`config.mk`:
```
export PLATFORM = sky130hd
export DESIGN_NAME = tmc_ctrl
export DESIGN_NICKNAME = d
export VERILOG_FILES = /design/src/common/tmc_pkg.sv /design/src/core/tmc_ctrl.sv /design/src/core/tmc_interval.sv
export SDC_FILE = /design/constraint.sdc
export NUM_CORES = 1
export LEC_CHECK = 0
export BUFFER_PORTS_ARGS = -buffer_cell sky130_fd_sc_hd__buf_2
export CORE_UTILIZATION = 51
export DETAILED_ROUTE_END_ITERATION = 16
export MAX_ROUTING_LAYER = met4
export PLACE_DENSITY = 0.81
export SYNTH_ARGS = -nofsm -noshare
export SYNTH_HDL_FRONTEND = slang
export SYNTH_SLANG_ARGS = --single-unit
```
`constraint.sdc`:
```
create_clock -name sys_clk -period 8.05 [get_ports sys_clk]
set_input_delay 1.61 -clock sys_clk [delete_from_list [all_inputs] [get_ports sys_clk]]
set_output_delay 1.61 -clock sys_clk [all_outputs]
set_load 0.03 [all_outputs]
```
`src/common/tmc_pkg.sv`:
```
// Constants shared by the temperature monitor control and status logic
package tmc_pkg;
  // ----------------------------------------------------------------
  // Register command codes and the unmapped read value
  // ----------------------------------------------------------------
  localparam logic [7:0] CMD_RD_STATUS = 8'h02;
  localparam logic [7:0] CMD_RD_CONFIG = 8'h03;
  localparam logic [7:0] CMD_RD_RATE = 8'h04;
  localparam logic [7:0] CMD_WR_CONFIG = 8'h09;
  localparam logic [7:0] CMD_WR_RATE = 8'h0A;
  localparam logic [7:0] CMD_ONE_SHOT = 8'h0F;
  localparam logic [7:0] RD_UNMAPPED = 8'h00;

  // ----------------------------------------------------------------
  // Field positions and reset values
  // ----------------------------------------------------------------
  localparam int CFG_MASK_BIT = 7;
  localparam int CFG_STOP_BIT = 6;
  localparam int CFG_PNP_BIT = 5;
  localparam logic [7:0] CFG_RESET = 8'h20;
  localparam logic [7:0] CFG_WRITE_MASK = 8'hE0;
  localparam int STAT_BUSY_BIT = 7;
  localparam int STAT_FLAG_LSB = 2;
  localparam int STAT_FLAG_W = 5;
  localparam logic [7:0] RATE_RESET = 8'h08;
  localparam int RATE_CODE_W = 4;
  localparam logic [3:0] RATE_MAX_CODE = 4'h8;
  localparam logic [3:0] RATE_EXT_MAX = 4'h6;
  localparam int RATE_SHIFT_W = 9;

  // ----------------------------------------------------------------
  // Timing
  // ----------------------------------------------------------------
  localparam int CLK_HZ = 100_000_000;
  localparam int TICK_US = 62_500;
  localparam int TICK_CYCLES = (CLK_HZ / 1_000_000) * TICK_US;
  localparam int CONV_MAX_US = 156_000;
  localparam int CONV_MAX_CYCLES = (CLK_HZ / 1_000_000) * CONV_MAX_US;
endpackage

```
`src/core/tmc_ctrl.sv`:
```
// Temperature monitor configuration, status, rate and alarm control
`timescale 1ns/1ps
// How it works
// Mask bit blocks the interrupt output
// Stop bit selects standby, else free-run
// Junction type bit drives measurement path
// Low five config bits read zero
// Status reads busy-only after reset
// Busy bit high during conversion
// Four limit alarm flags set on trip
// Open diode flag sets on fault
// Status read clears flags unless persisting
// Interrupt clears on status read, re-sets at end
// Overheat bits follow first threshold state
// Overheat bits not cleared by reads
// Overheat ends below threshold minus band
// Status omits second overheat output
// Accesses anytime; set beats read clear
// Rate code sets free-run conversion frequency
// Rate register resets to 08h
// Only low rate nibble is decoded
// Extended results only at 4 Hz or slower
// Interval within 25 percent of rate
// Limit trips at equal or greater
// Conversion completes within maximum time
// One-shot ignored while converting
// Flags latched at conversion end
module tmc_ctrl #(
  parameter int TICK_CYCLES = tmc_pkg::TICK_CYCLES,
  parameter int CONV_MAX_CYCLES = tmc_pkg::CONV_MAX_CYCLES
) (
  input wire logic sys_clk,
  input wire logic resetn,
  input wire logic ce,
  input wire logic [7:0] reg_cmd,
  input wire logic reg_wr,
  input wire logic reg_rd,
  input wire logic [7:0] reg_wdata,
  output logic [7:0] reg_rdata,
  output logic reg_rvalid,
  output logic conv_start,
  input wire logic conv_done,
  input wire logic signed [7:0] local_temp,
  input wire logic signed [7:0] remote_temp,
  input wire logic diode_open,
  input wire logic signed [7:0] local_upper_limit,
  input wire logic signed [7:0] local_lower_limit,
  input wire logic signed [7:0] remote_upper_limit,
  input wire logic signed [7:0] remote_lower_limit,
  input wire logic signed [7:0] local_overheat1_limit,
  input wire logic signed [7:0] remote_overheat1_limit,
  input wire logic [7:0] return_band,
  output logic substrate_junction_sel,
  output logic extended_allowed,
  output logic alert_o,
  output logic alert_oe_n,
  output logic overheat_out1
);
  import tmc_pkg::*;

  localparam int TW = $clog2(CONV_MAX_CYCLES + 1);
  localparam logic [TW-1:0] CONV_LAST = TW'(CONV_MAX_CYCLES - 1);

  typedef enum logic {
    CS_IDLE,
    CS_CONV
  } tmc_conv_t;

  typedef struct packed {
    logic [7:0] cfg;
    logic [7:0] rate;
    logic [7:0] rdata;
    logic rvalid;
    tmc_conv_t cs;
    logic busy;
    logic start_pend;
    logic start;
    logic [TW-1:0] conv_cnt;
    logic [STAT_FLAG_W-1:0] flags;
    logic [STAT_FLAG_W-1:0] live;
    logic irq;
    logic alert_oe_n;
    logic local_ot1;
    logic remote_ot1;
    logic ot1_out;
    logic ext_ok;
  } tmc_state_t;

  tmc_state_t s_q;
  tmc_state_t s_d;

  // ----------------------------------------------------------------
  // Helpers
  // ----------------------------------------------------------------

  // Limit trips at or above its threshold
  function automatic logic tmc_at_or_above(input logic signed [7:0] temp,
                                           input logic signed [7:0] lim);
    tmc_at_or_above = (temp >= lim);
  endfunction

  // Overheat hysteresis: set at threshold, clear below threshold minus band
  function automatic logic tmc_ot_next(input logic cur,
                                       input logic signed [7:0] temp,
                                       input logic signed [7:0] lim,
                                       input logic [7:0] band);
    logic signed [9:0] low;
    low = 10'(lim) - $signed({2'b00, band});
    if (temp >= lim) begin
      tmc_ot_next = 1'b1;
    end else if (10'(temp) < low) begin
      tmc_ot_next = 1'b0;
    end else begin
      tmc_ot_next = cur;
    end
  endfunction

  // ----------------------------------------------------------------
  // Interval timer
  // ----------------------------------------------------------------
  logic iv_due;
  logic iv_restart;
  logic run_mode;
  logic start_ok;

  tmc_interval #(
    .TICK_CYCLES(TICK_CYCLES)
  ) u_interval (
    .sys_clk(sys_clk),
    .resetn(resetn),
    .ce(ce),
    .run(run_mode),
    .restart(iv_restart),
    .rate_code(s_q.rate[RATE_CODE_W-1:0]),
    .due(iv_due)
  );

  // Free-run unless the stop bit is set
  assign run_mode = ~s_q.cfg[CFG_STOP_BIT];

  // ----------------------------------------------------------------
  // Next state
  // ----------------------------------------------------------------
  logic rd_status;
  logic oneshot_req;
  logic conv_end;
  logic [STAT_FLAG_W-1:0] new_cond;
  logic [7:0] status_word;

  always_comb begin
    s_d = s_q;
    s_d.start = 1'b0;
    s_d.rvalid = 1'b0;
    rd_status = reg_rd && (reg_cmd == CMD_RD_STATUS);
    oneshot_req = reg_wr && (reg_cmd == CMD_ONE_SHOT);
    conv_end = 1'b0;
    start_ok = 1'b0;
    iv_restart = 1'b0;

    // Alarm conditions from the latest results
    new_cond = {tmc_at_or_above(local_temp, local_upper_limit),
                tmc_at_or_above(local_lower_limit, local_temp),
                tmc_at_or_above(remote_temp, remote_upper_limit),
                tmc_at_or_above(remote_lower_limit, remote_temp),
                diode_open};

    // Status word; no second overheat output in it
    status_word = {s_q.busy, s_q.flags, s_q.remote_ot1, s_q.local_ot1};

    // Register writes
    if (reg_wr && reg_cmd == CMD_WR_CONFIG) begin
      s_d.cfg = reg_wdata & CFG_WRITE_MASK;
    end
    if (reg_wr && reg_cmd == CMD_WR_RATE) begin
      s_d.rate = reg_wdata;
    end

    // Register reads, answered one cycle later
    if (reg_rd) begin
      s_d.rvalid = 1'b1;
      case (reg_cmd)
        CMD_RD_STATUS: s_d.rdata = status_word;
        CMD_RD_CONFIG: s_d.rdata = s_q.cfg & CFG_WRITE_MASK;
        CMD_RD_RATE: s_d.rdata = s_q.rate;
        default: s_d.rdata = RD_UNMAPPED;
      endcase
    end

    // Conversion sequencing
    case (s_q.cs)
      CS_IDLE: begin
        if (s_q.start_pend || oneshot_req || (iv_due && run_mode)) begin
          start_ok = 1'b1;
          iv_restart = oneshot_req;
        end
      end
      CS_CONV: begin
        if (conv_done || s_q.conv_cnt == CONV_LAST) begin
          conv_end = 1'b1;
        end else begin
          s_d.conv_cnt = s_q.conv_cnt + TW'(1);
        end
      end
      default: begin
        s_d.cs = CS_IDLE;
      end
    endcase
    // A one-shot during a conversion has no effect
    if (start_ok) begin
      s_d.cs = CS_CONV;
      s_d.start = 1'b1;
      s_d.start_pend = 1'b0;
      s_d.busy = 1'b1;
      s_d.conv_cnt = '0;
    end
    if (conv_end) begin
      s_d.cs = CS_IDLE;
      s_d.busy = 1'b0;
    end

    // Read clears flags whose condition no longer holds
    if (rd_status) begin
      s_d.flags = s_q.flags & s_q.live;
      s_d.irq = 1'b0;
    end
    // Conversion end latches flags; a set wins over a same-cycle clear
    if (conv_end) begin
      s_d.live = new_cond;
      s_d.flags = s_d.flags | new_cond;
      if (|new_cond && !s_q.cfg[CFG_MASK_BIT]) begin
        s_d.irq = 1'b1;
      end
    end

    // Overheat tracking, immune to status reads
    s_d.local_ot1 = tmc_ot_next(s_q.local_ot1, local_temp,
                                local_overheat1_limit, return_band);
    s_d.remote_ot1 = tmc_ot_next(s_q.remote_ot1, remote_temp,
                                 remote_overheat1_limit, return_band);
    s_d.ot1_out = s_d.local_ot1 | s_d.remote_ot1;

    // Interrupt pin pulled low only while unmasked
    s_d.alert_oe_n = ~(s_d.irq & ~s_d.cfg[CFG_MASK_BIT]);

    // Extended results only at 4 Hz or slower
    s_d.ext_ok = (s_d.rate[RATE_CODE_W-1:0] <= RATE_EXT_MAX);
  end

  // ----------------------------------------------------------------
  // State register
  // ----------------------------------------------------------------

  // Reset: conversion pending, busy shown, flags clear
  always_ff @(posedge sys_clk) begin
    if (!resetn) begin
      s_q <= '0;
      s_q.cfg <= CFG_RESET;
      s_q.rate <= RATE_RESET;
      s_q.cs <= CS_IDLE;
      s_q.busy <= 1'b1;
      s_q.start_pend <= 1'b1;
      s_q.alert_oe_n <= 1'b1;
      s_q.ext_ok <= 1'b0;
    end else if (ce) begin
      s_q <= s_d;
    end
  end

  // ----------------------------------------------------------------
  // Outputs
  // ----------------------------------------------------------------
  assign reg_rdata = s_q.rdata;
  assign reg_rvalid = s_q.rvalid;
  assign conv_start = s_q.start;
  assign substrate_junction_sel = s_q.cfg[CFG_PNP_BIT];
  assign extended_allowed = s_q.ext_ok;
  assign alert_o = 1'b0;
  assign alert_oe_n = s_q.alert_oe_n;
  assign overheat_out1 = s_q.ot1_out;
endmodule // tmc_ctrl

```
`src/core/tmc_interval.sv`:
```
// Conversion interval timer: fires a due pulse at the programmed rate
`timescale 1ns/1ps
module tmc_interval #(
  parameter int TICK_CYCLES = tmc_pkg::TICK_CYCLES
) (
  input wire logic sys_clk,
  input wire logic resetn,
  input wire logic ce,
  input wire logic run,
  input wire logic restart,
  input wire logic [tmc_pkg::RATE_CODE_W-1:0] rate_code,
  output logic due
);
  import tmc_pkg::*;

  localparam int PW = $clog2(TICK_CYCLES + 1);
  localparam logic [PW-1:0] TICK_LAST = PW'(TICK_CYCLES - 1);

  typedef struct packed {
    logic [PW-1:0] pre;
    logic [RATE_SHIFT_W-1:0] ticks;
    logic due;
  } tmc_iv_t;

  tmc_iv_t s_q;
  tmc_iv_t s_d;
  logic [RATE_CODE_W-1:0] code;
  logic [RATE_SHIFT_W-1:0] span;

  // Reserved codes run at the fastest rate; one tick is 1/16 s
  always_comb begin
    code = (rate_code > RATE_MAX_CODE) ? RATE_MAX_CODE : rate_code;
    span = RATE_SHIFT_W'(1) << (RATE_MAX_CODE - code);
    s_d = s_q;
    s_d.due = 1'b0;
    if (!run || restart) begin
      s_d.pre = '0;
      s_d.ticks = '0;
    end else if (s_q.pre == TICK_LAST) begin
      s_d.pre = '0;
      if (s_q.ticks >= span - RATE_SHIFT_W'(1)) begin
        s_d.ticks = '0;
        s_d.due = 1'b1;
      end else begin
        s_d.ticks = s_q.ticks + RATE_SHIFT_W'(1);
      end
    end else begin
      s_d.pre = s_q.pre + PW'(1);
    end
  end

  // State register
  always_ff @(posedge sys_clk) begin
    if (!resetn) begin
      s_q <= '0;
    end else if (ce) begin
      s_q <= s_d;
    end
  end

  assign due = s_q.due;
endmodule // tmc_interval

```
Yosys cells after proc, flatten, opt, wreduce, memory -nomap -nowiden

Cells that the tools add are included.

Register bits after elaboration: 97
Bits in latches: 0
Bits in writable memories: 0
ROM bits: 0
Bits of input ports: 95
Output and inout bits: 15
Logic and storage cells: 109
Memories: 0

Add/subtract/negate cells: 7
Multiply operators: 0
Div/mod/pow operators: 0
Order comparisons: 11
Equality and inequality tests: 9
Shift operators: 1
Mux-type cells: 29
Bitwise gates (word level): 7
Reductions and logical operators: 23

Operators by type and width:

| kind                                                | number |
|---|---|
| greater-or-equal comparator 8 bit                   | 6 |
| two-way mux 24 bit                                  | 2 |
| two-way mux 32 bit                                  | 1 |
| two-way mux 28 bit                                  | 1 |
| adder 24 x 1 -> 24 bit, second input constant       | 1 |
| equality test 24 bit, second input constant         | 1 |
| equality test 8 x 4 -> 1 bit, second input constant | 3 |
| one-hot mux 8 bit (3 select lines)                  | 1 |
| adder 23 x 1 -> 23 bit, second input constant       | 1 |
| equality test 23 bit, second input constant         | 1 |
| two-way mux 23 bit                                  | 1 |
| less-than comparator 8 x 10 -> 1 bit                | 2 |
| subtractor 8 x 9 -> 10 bit                          | 2 |
| equality test 8 x 2 -> 1 bit, second input constant | 2 |
| two-way mux 1 bit                                   | 15 |
| AND reduction 2 bit                                 | 7 |
| two-way mux 11 bit                                  | 1 |
| two-way mux 10 bit                                  | 1 |
| adder 9 x 1 -> 9 bit, second input constant         | 1 |
| greater-or-equal comparator 9 bit                   | 1 |
| two-way mux 9 bit                                   | 1 |
| << shifter 1 x 4 -> 9 bit, first input constant     | 1 |
| subtractor 9 x 1 -> 9 bit, second input constant    | 1 |
| equality test 8 x 3 -> 1 bit, second input constant | 1 |
| 19 further kinds                                    | 32 |

Logic depth before layout (Yosys ltp)

Depth in word-level cells: 9
Mapped depth: 17
Gate-level depth less buffers: 17

Modules after synthesis

Synthesis repeated with hierarchy kept, for this count alone.

Cells, all modules: 893
Area total of the unflattened synthesis: 7238.2 um^2

By module, submodules not included:

| module       | instances | cells an instance | area each (um^2) | sequential area each (um^2) |
|---|---|---|---|---|
| tmc_ctrl     | 1         | 649               | 5211.2           | 1281.2 |
| tmc_interval | 1         | 244               | 2026.9           | 660.6 |

Worst setup path before layout

Ideal clock, no wire load.

Path type: input to register
Start point: input port local_overheat1_limit[0]
End point: register s_q[3] (netlist name)
Library setup time: 0.133 ns
Arrival time: 4.004 ns
Required time: 7.917 ns
Path slack: 3.914 ns
Stages on the path: 17
Buffers on the path: 0
Path through: inv_1 > ha_1 > inv_1 > fa_1 > a21o_1 > a21oi_1 > nor2b_1 > o21ai_0 > a221oi_1 > xnor2_1 > ha_1 > nor2_1 > nand2_1 > a211oi_1 > a21oi_1 > a311oi_1 > a21oi_1

Cells in the longest elaborated chain, start to end: 4
Elaborated cells on any way between the ends: 5
Those cells by class: 1 x add/sub; 2 x order compare; 2 x mux

Ends and longest elaborated chain:

| element                              | line            | text |
|---|---|---|
| start: declaration                   | tmc_ctrl.sv:50  | `input wire logic signed [7:0] local_overheat1_limit,` |
| subtractor 8 x 9 -> 10 bit           | tmc_ctrl.sv:108 | `low = 10'(lim) - $signed({2'b00, band});` |
| less-than comparator 8 x 10 -> 1 bit | tmc_ctrl.sv:111 | `end else if (10'(temp) < low) begin` |
| two-way mux 1 bit                    | tmc_ctrl.sv:111 |  |
| two-way mux 1 bit (*)                | tmc_ctrl.sv:109 | `if (temp >= lim) begin` |
| end: declaration                     | tmc_ctrl.sv:89  | `tmc_state_t s_q;` |

Mark *: on every way between the ends. The rest lies on a longest branch, timed or not.
A chain may end at the register's enable or synchronous reset.

Final worst setup path

Same ends and word-level chain as after synthesis.

==> flow_summary.json <==
{
  "postCtsHoldBufs": 0,
  "fin_ws_ps": 3830,
  "drive_gt1_share_pct": 14.2,
  "antenna_found_initial": 0,
  "dpl.hpwl_mm": 12.0,
  "ys_ff_latch": 97,
  "ys_warn_count": 0,
  "root_buffer": "clkbuf_16",
  "totalWireLength_mm": 15.7,
  "clk_pin_slew_ps": 70,
  "gp_congestion": 0.872,
  "hold_path.class": "reg -> reg",
  "track_usage_pct": 22.8,
  "grt_setup_unrepaired": "false",
  "pin_count": 110,
  "cp.required_ps": 8260,
  "post_cts_buffers": 0,
  "whs_ps": 465,
  "power_density_nw_per_um2": 145,
  "start_util_pct": 52.1,
  "slew_headroom_pct": 20.4,
  "final_antenna_net_count": 0,
  "synth_top_area_share_pct": 26.9,
  "synth_nets": 1081,
  "hold_violations": 0,
  "die_x_um": 121,
  "fmax_mhz": 237,
  "layout_min_cycle_time_ps": 4220,
  "setup_viol": 0,
  "place_ws_ps": 3520,
  "worstPathMaxFanout": 2,
  "grt_pass1_vias": 5935,
  "fin_crit_sh_pct": 52.4,
  "fin_area_um2": 8100,
  "rows": 43,
  "die_area_um2": 14600,
  "ys_top_cells_by_area": "dfxtp_1, ha_1, inv_1",
  "dpl_cell_area_um2": 7780,
  "nFillCells": 1238,
  "drc": 0,
  "drt_first_pass_iters": 5,
  "synth_flop_cell": "dfxtp_1",
  "die_h_um": 121,
  "p_leak_nw": 3.60,
  "initialDrtViolationCount": 378,
  "ys_seq_area_share_pct": 26.9,
  "portBuffers": 108,
  "setup-tns-final_ps": 0,
  "syn_to_final_growth_pct": 12.3,
  "htree_levels": 3,
  "syn_inst": 887,
  "slew_violations": 0,
  "vias": 6423,
  "cts.repair.resized": 0,
  "core_um2": 13800,
  "critPathKind": "in -> reg",
  "postSynthAreaPerCell_um2": 8.13,
  "cts_buffers": 9,
  "synth_cell_types": 71,
  "cts_buffer_depth": 2,
  "cts_tree": "done",
  "clock_sinks": 97,
  "grt_pass1_wl_mm": 26.6,
  "synth_area_um2": 7210,
  "start_kind": "input pin",
  "synth_edf_count": 0,
  "wl_per_cell_um": 13.6,
  "crit_arrival_ps": 4430,
  "grt_overflow": 0,
  "tightestPinTransition_ps": 1180,
  "fin_nets": 1164,
  "clock_latency_ps": 350,
  "grt_max_degree": 55,
  "n_antenna_cell": 0,
  "max-cap-violations": 0,
  "synth_top_cell_by_area": "dfxtp_1",
  "ir_worst_vdd_uv": 91.0,
  "outcome": "finished, final reports clean",
  "finClkSkew_ps": 13.3,
  "cp-end-kind": "flop",
  "synthArstFlopShare_pct": 0,
  "viasPerCell": 5.56
}
[cells in the mapped netlist (3+ instances only)]
cell type,n
mux2i_1,11
o22ai_1,3
clkbuf_1,18
inv_1,89
nor2b_1,22
a22oi_1,7
o21ai_0,35
or2_2,3
and3_1,9
nor3_1,15
nor4_1,14
a221oi_1,4
nor2_1,80
mux2_2,4
a2111oi_0,3
nand2b_1,13
nand2_1,74
dfxtp_1,97
nand3_1,33
xor2_1,19
xnor2_1,36
and4_1,5
a2111oi_2,3
a21boi_0,16
a21o_1,14
nor3b_1,6
buf_2,5
nand4_1,15
o2bb2ai_1,3
ha_1,97
a21oi_1,28
a31oi_1,7
or3_1,4
and2_1,10
o211ai_1,4
a211oi_1,16
nor4b_1,5
buf_4,9
a211o_1,4
a31o_2,3
[worst paths after layout]
path / slack (ps) / startpoint / to / cells past startpoint
max: 3830 / local_overheat1_limit[0] / s_q[3]$_SDFFE_PN0P_ / 18
min: 460 / s_q[41]$_SDFFE_PN1P_ / s_q[41]$_SDFFE_PN1P_ / 2
max reg2reg: 4420 / s_q[55]$_SDFFE_PN0P_ / u_interval.s_q[8]$_SDFFE_PN0P_ / 13
min reg2reg: 460 / s_q[41]$_SDFFE_PN1P_ / s_q[41]$_SDFFE_PN1P_ / 2
[metrics by stage]
stage	instances	total power [W]	util, %
floorplan	887	0.000656	-
global placement	1139	0.000715	56.3
detailed placement	1139	0.000722	56.3
CTS	1155	0.00118	58.6
global route	1155	0.00123	58.6
finish	1155	0.00117	58.6
[worst max-delay path, cell delays in order]
cell	delay (ps)
buf_2	100
inv_1	50
ha_1	130
inv_1	50
fa_1	410
a21o_1	180
a21oi_1	210
nor2b_1	70
o21ai_0	240
nor2b_1	200
xor2_1	190
ha_1	250
o211ai_1	90
nor3_1	80
nand2_1	80
a21oi_1	60
a311oi_1	310
a21oi_1	110
[state kept, by name (all words and copies together), names as in the netlist]
signal                  cells
u_interval.s_q             32
extended_allowed            1
substrate_junction_sel      1
conv_start                  1
alert_oe_n                  1
reg_rvalid                  1
reg_rdata                   8
overheat_out1               1
s_q                        50
u_interval.due              1
[cell type report]
class	instances	area [um^2]	area share, %
clock buffer	12	236	2.92
clock inverter	4	76.3	0.943
inverter	89	334	4.13
multi-input combinational	665	4740	58.6
sequential	97	1940	24.0
tap	180	225	2.78
timing repair buffer	108	541	6.67
[logic make-up (layout without fill, tap and decap cells)]
| group | count (synthesis) | after routing | synth area share [%] |
|---|---|---|---|
| other | 1 | 1 | 0.0520 |
| and+or+nand+nor | 319 | 319 | 22.4 |
| buffers and inverters | 125 | 213 | 7.27 |
| adders and majority gates | 99 | 99 | 17.4 |
| AOI/OAI and AO/OA | 176 | 176 | 17.1 |
| xor gates and xnor gates | 55 | 55 | 6.68 |
| DFF | 97 | 97 | 26.9 |
| muxes | 15 | 15 | 2.15 |
[power breakdown]
group / leakage [nW] / switching (W) / internal [W] / total [W]
sequential: 0.785 / 0.00000622 / 0.000488 / 0.000494
combinational: 2.67 / 0.000123 / 0.0000959 / 0.000219
clock: 0.147 / 0.000185 / 0.000274 / 0.000459
total: 3.60 / 0.000314 / 0.000857 / 0.00117
[layer usage]
layer	routed length, um	GRT usage (%)
met1	7460	28.5
met2	7090	36.6
met3	863	4.18
met4	297	8.26
met5	0	-
[cell usage in the layout (no fill, tap or decap), types with 4 or more instances in the layout]
| cell type | count |
|---|---|
| nor2b_1 | 22 |
| and2_1 | 10 |
| or3_1 | 4 |
| nor3_1 | 15 |
| nand4_1 | 15 |
| a21oi_1 | 28 |
| a211oi_1 | 16 |
| dfxtp_1 | 97 |
| xor2_1 | 19 |
| nor2_1 | 80 |
| a22oi_1 | 7 |
| buf_2 | 108 |
| and4_1 | 5 |
| mux2_2 | 4 |
| o21ai_0 | 35 |
| a21boi_0 | 16 |
| a221oi_1 | 4 |
| xnor2_1 | 36 |
| nor3b_1 | 6 |
| nand2_1 | 74 |
| ha_1 | 97 |
| nor4_1 | 14 |
| nand3_1 | 33 |
| nand2b_1 | 13 |
| a211o_1 | 4 |
| o211ai_1 | 4 |
| and3_1 | 9 |
| a31oi_1 | 7 |
| nor4b_1 | 5 |
| mux2i_1 | 11 |
| a21o_1 | 14 |
| clkbuf_16 | 9 |
| inv_1 | 89 |
Note: power is estimated with default switching activity, not from simulation.
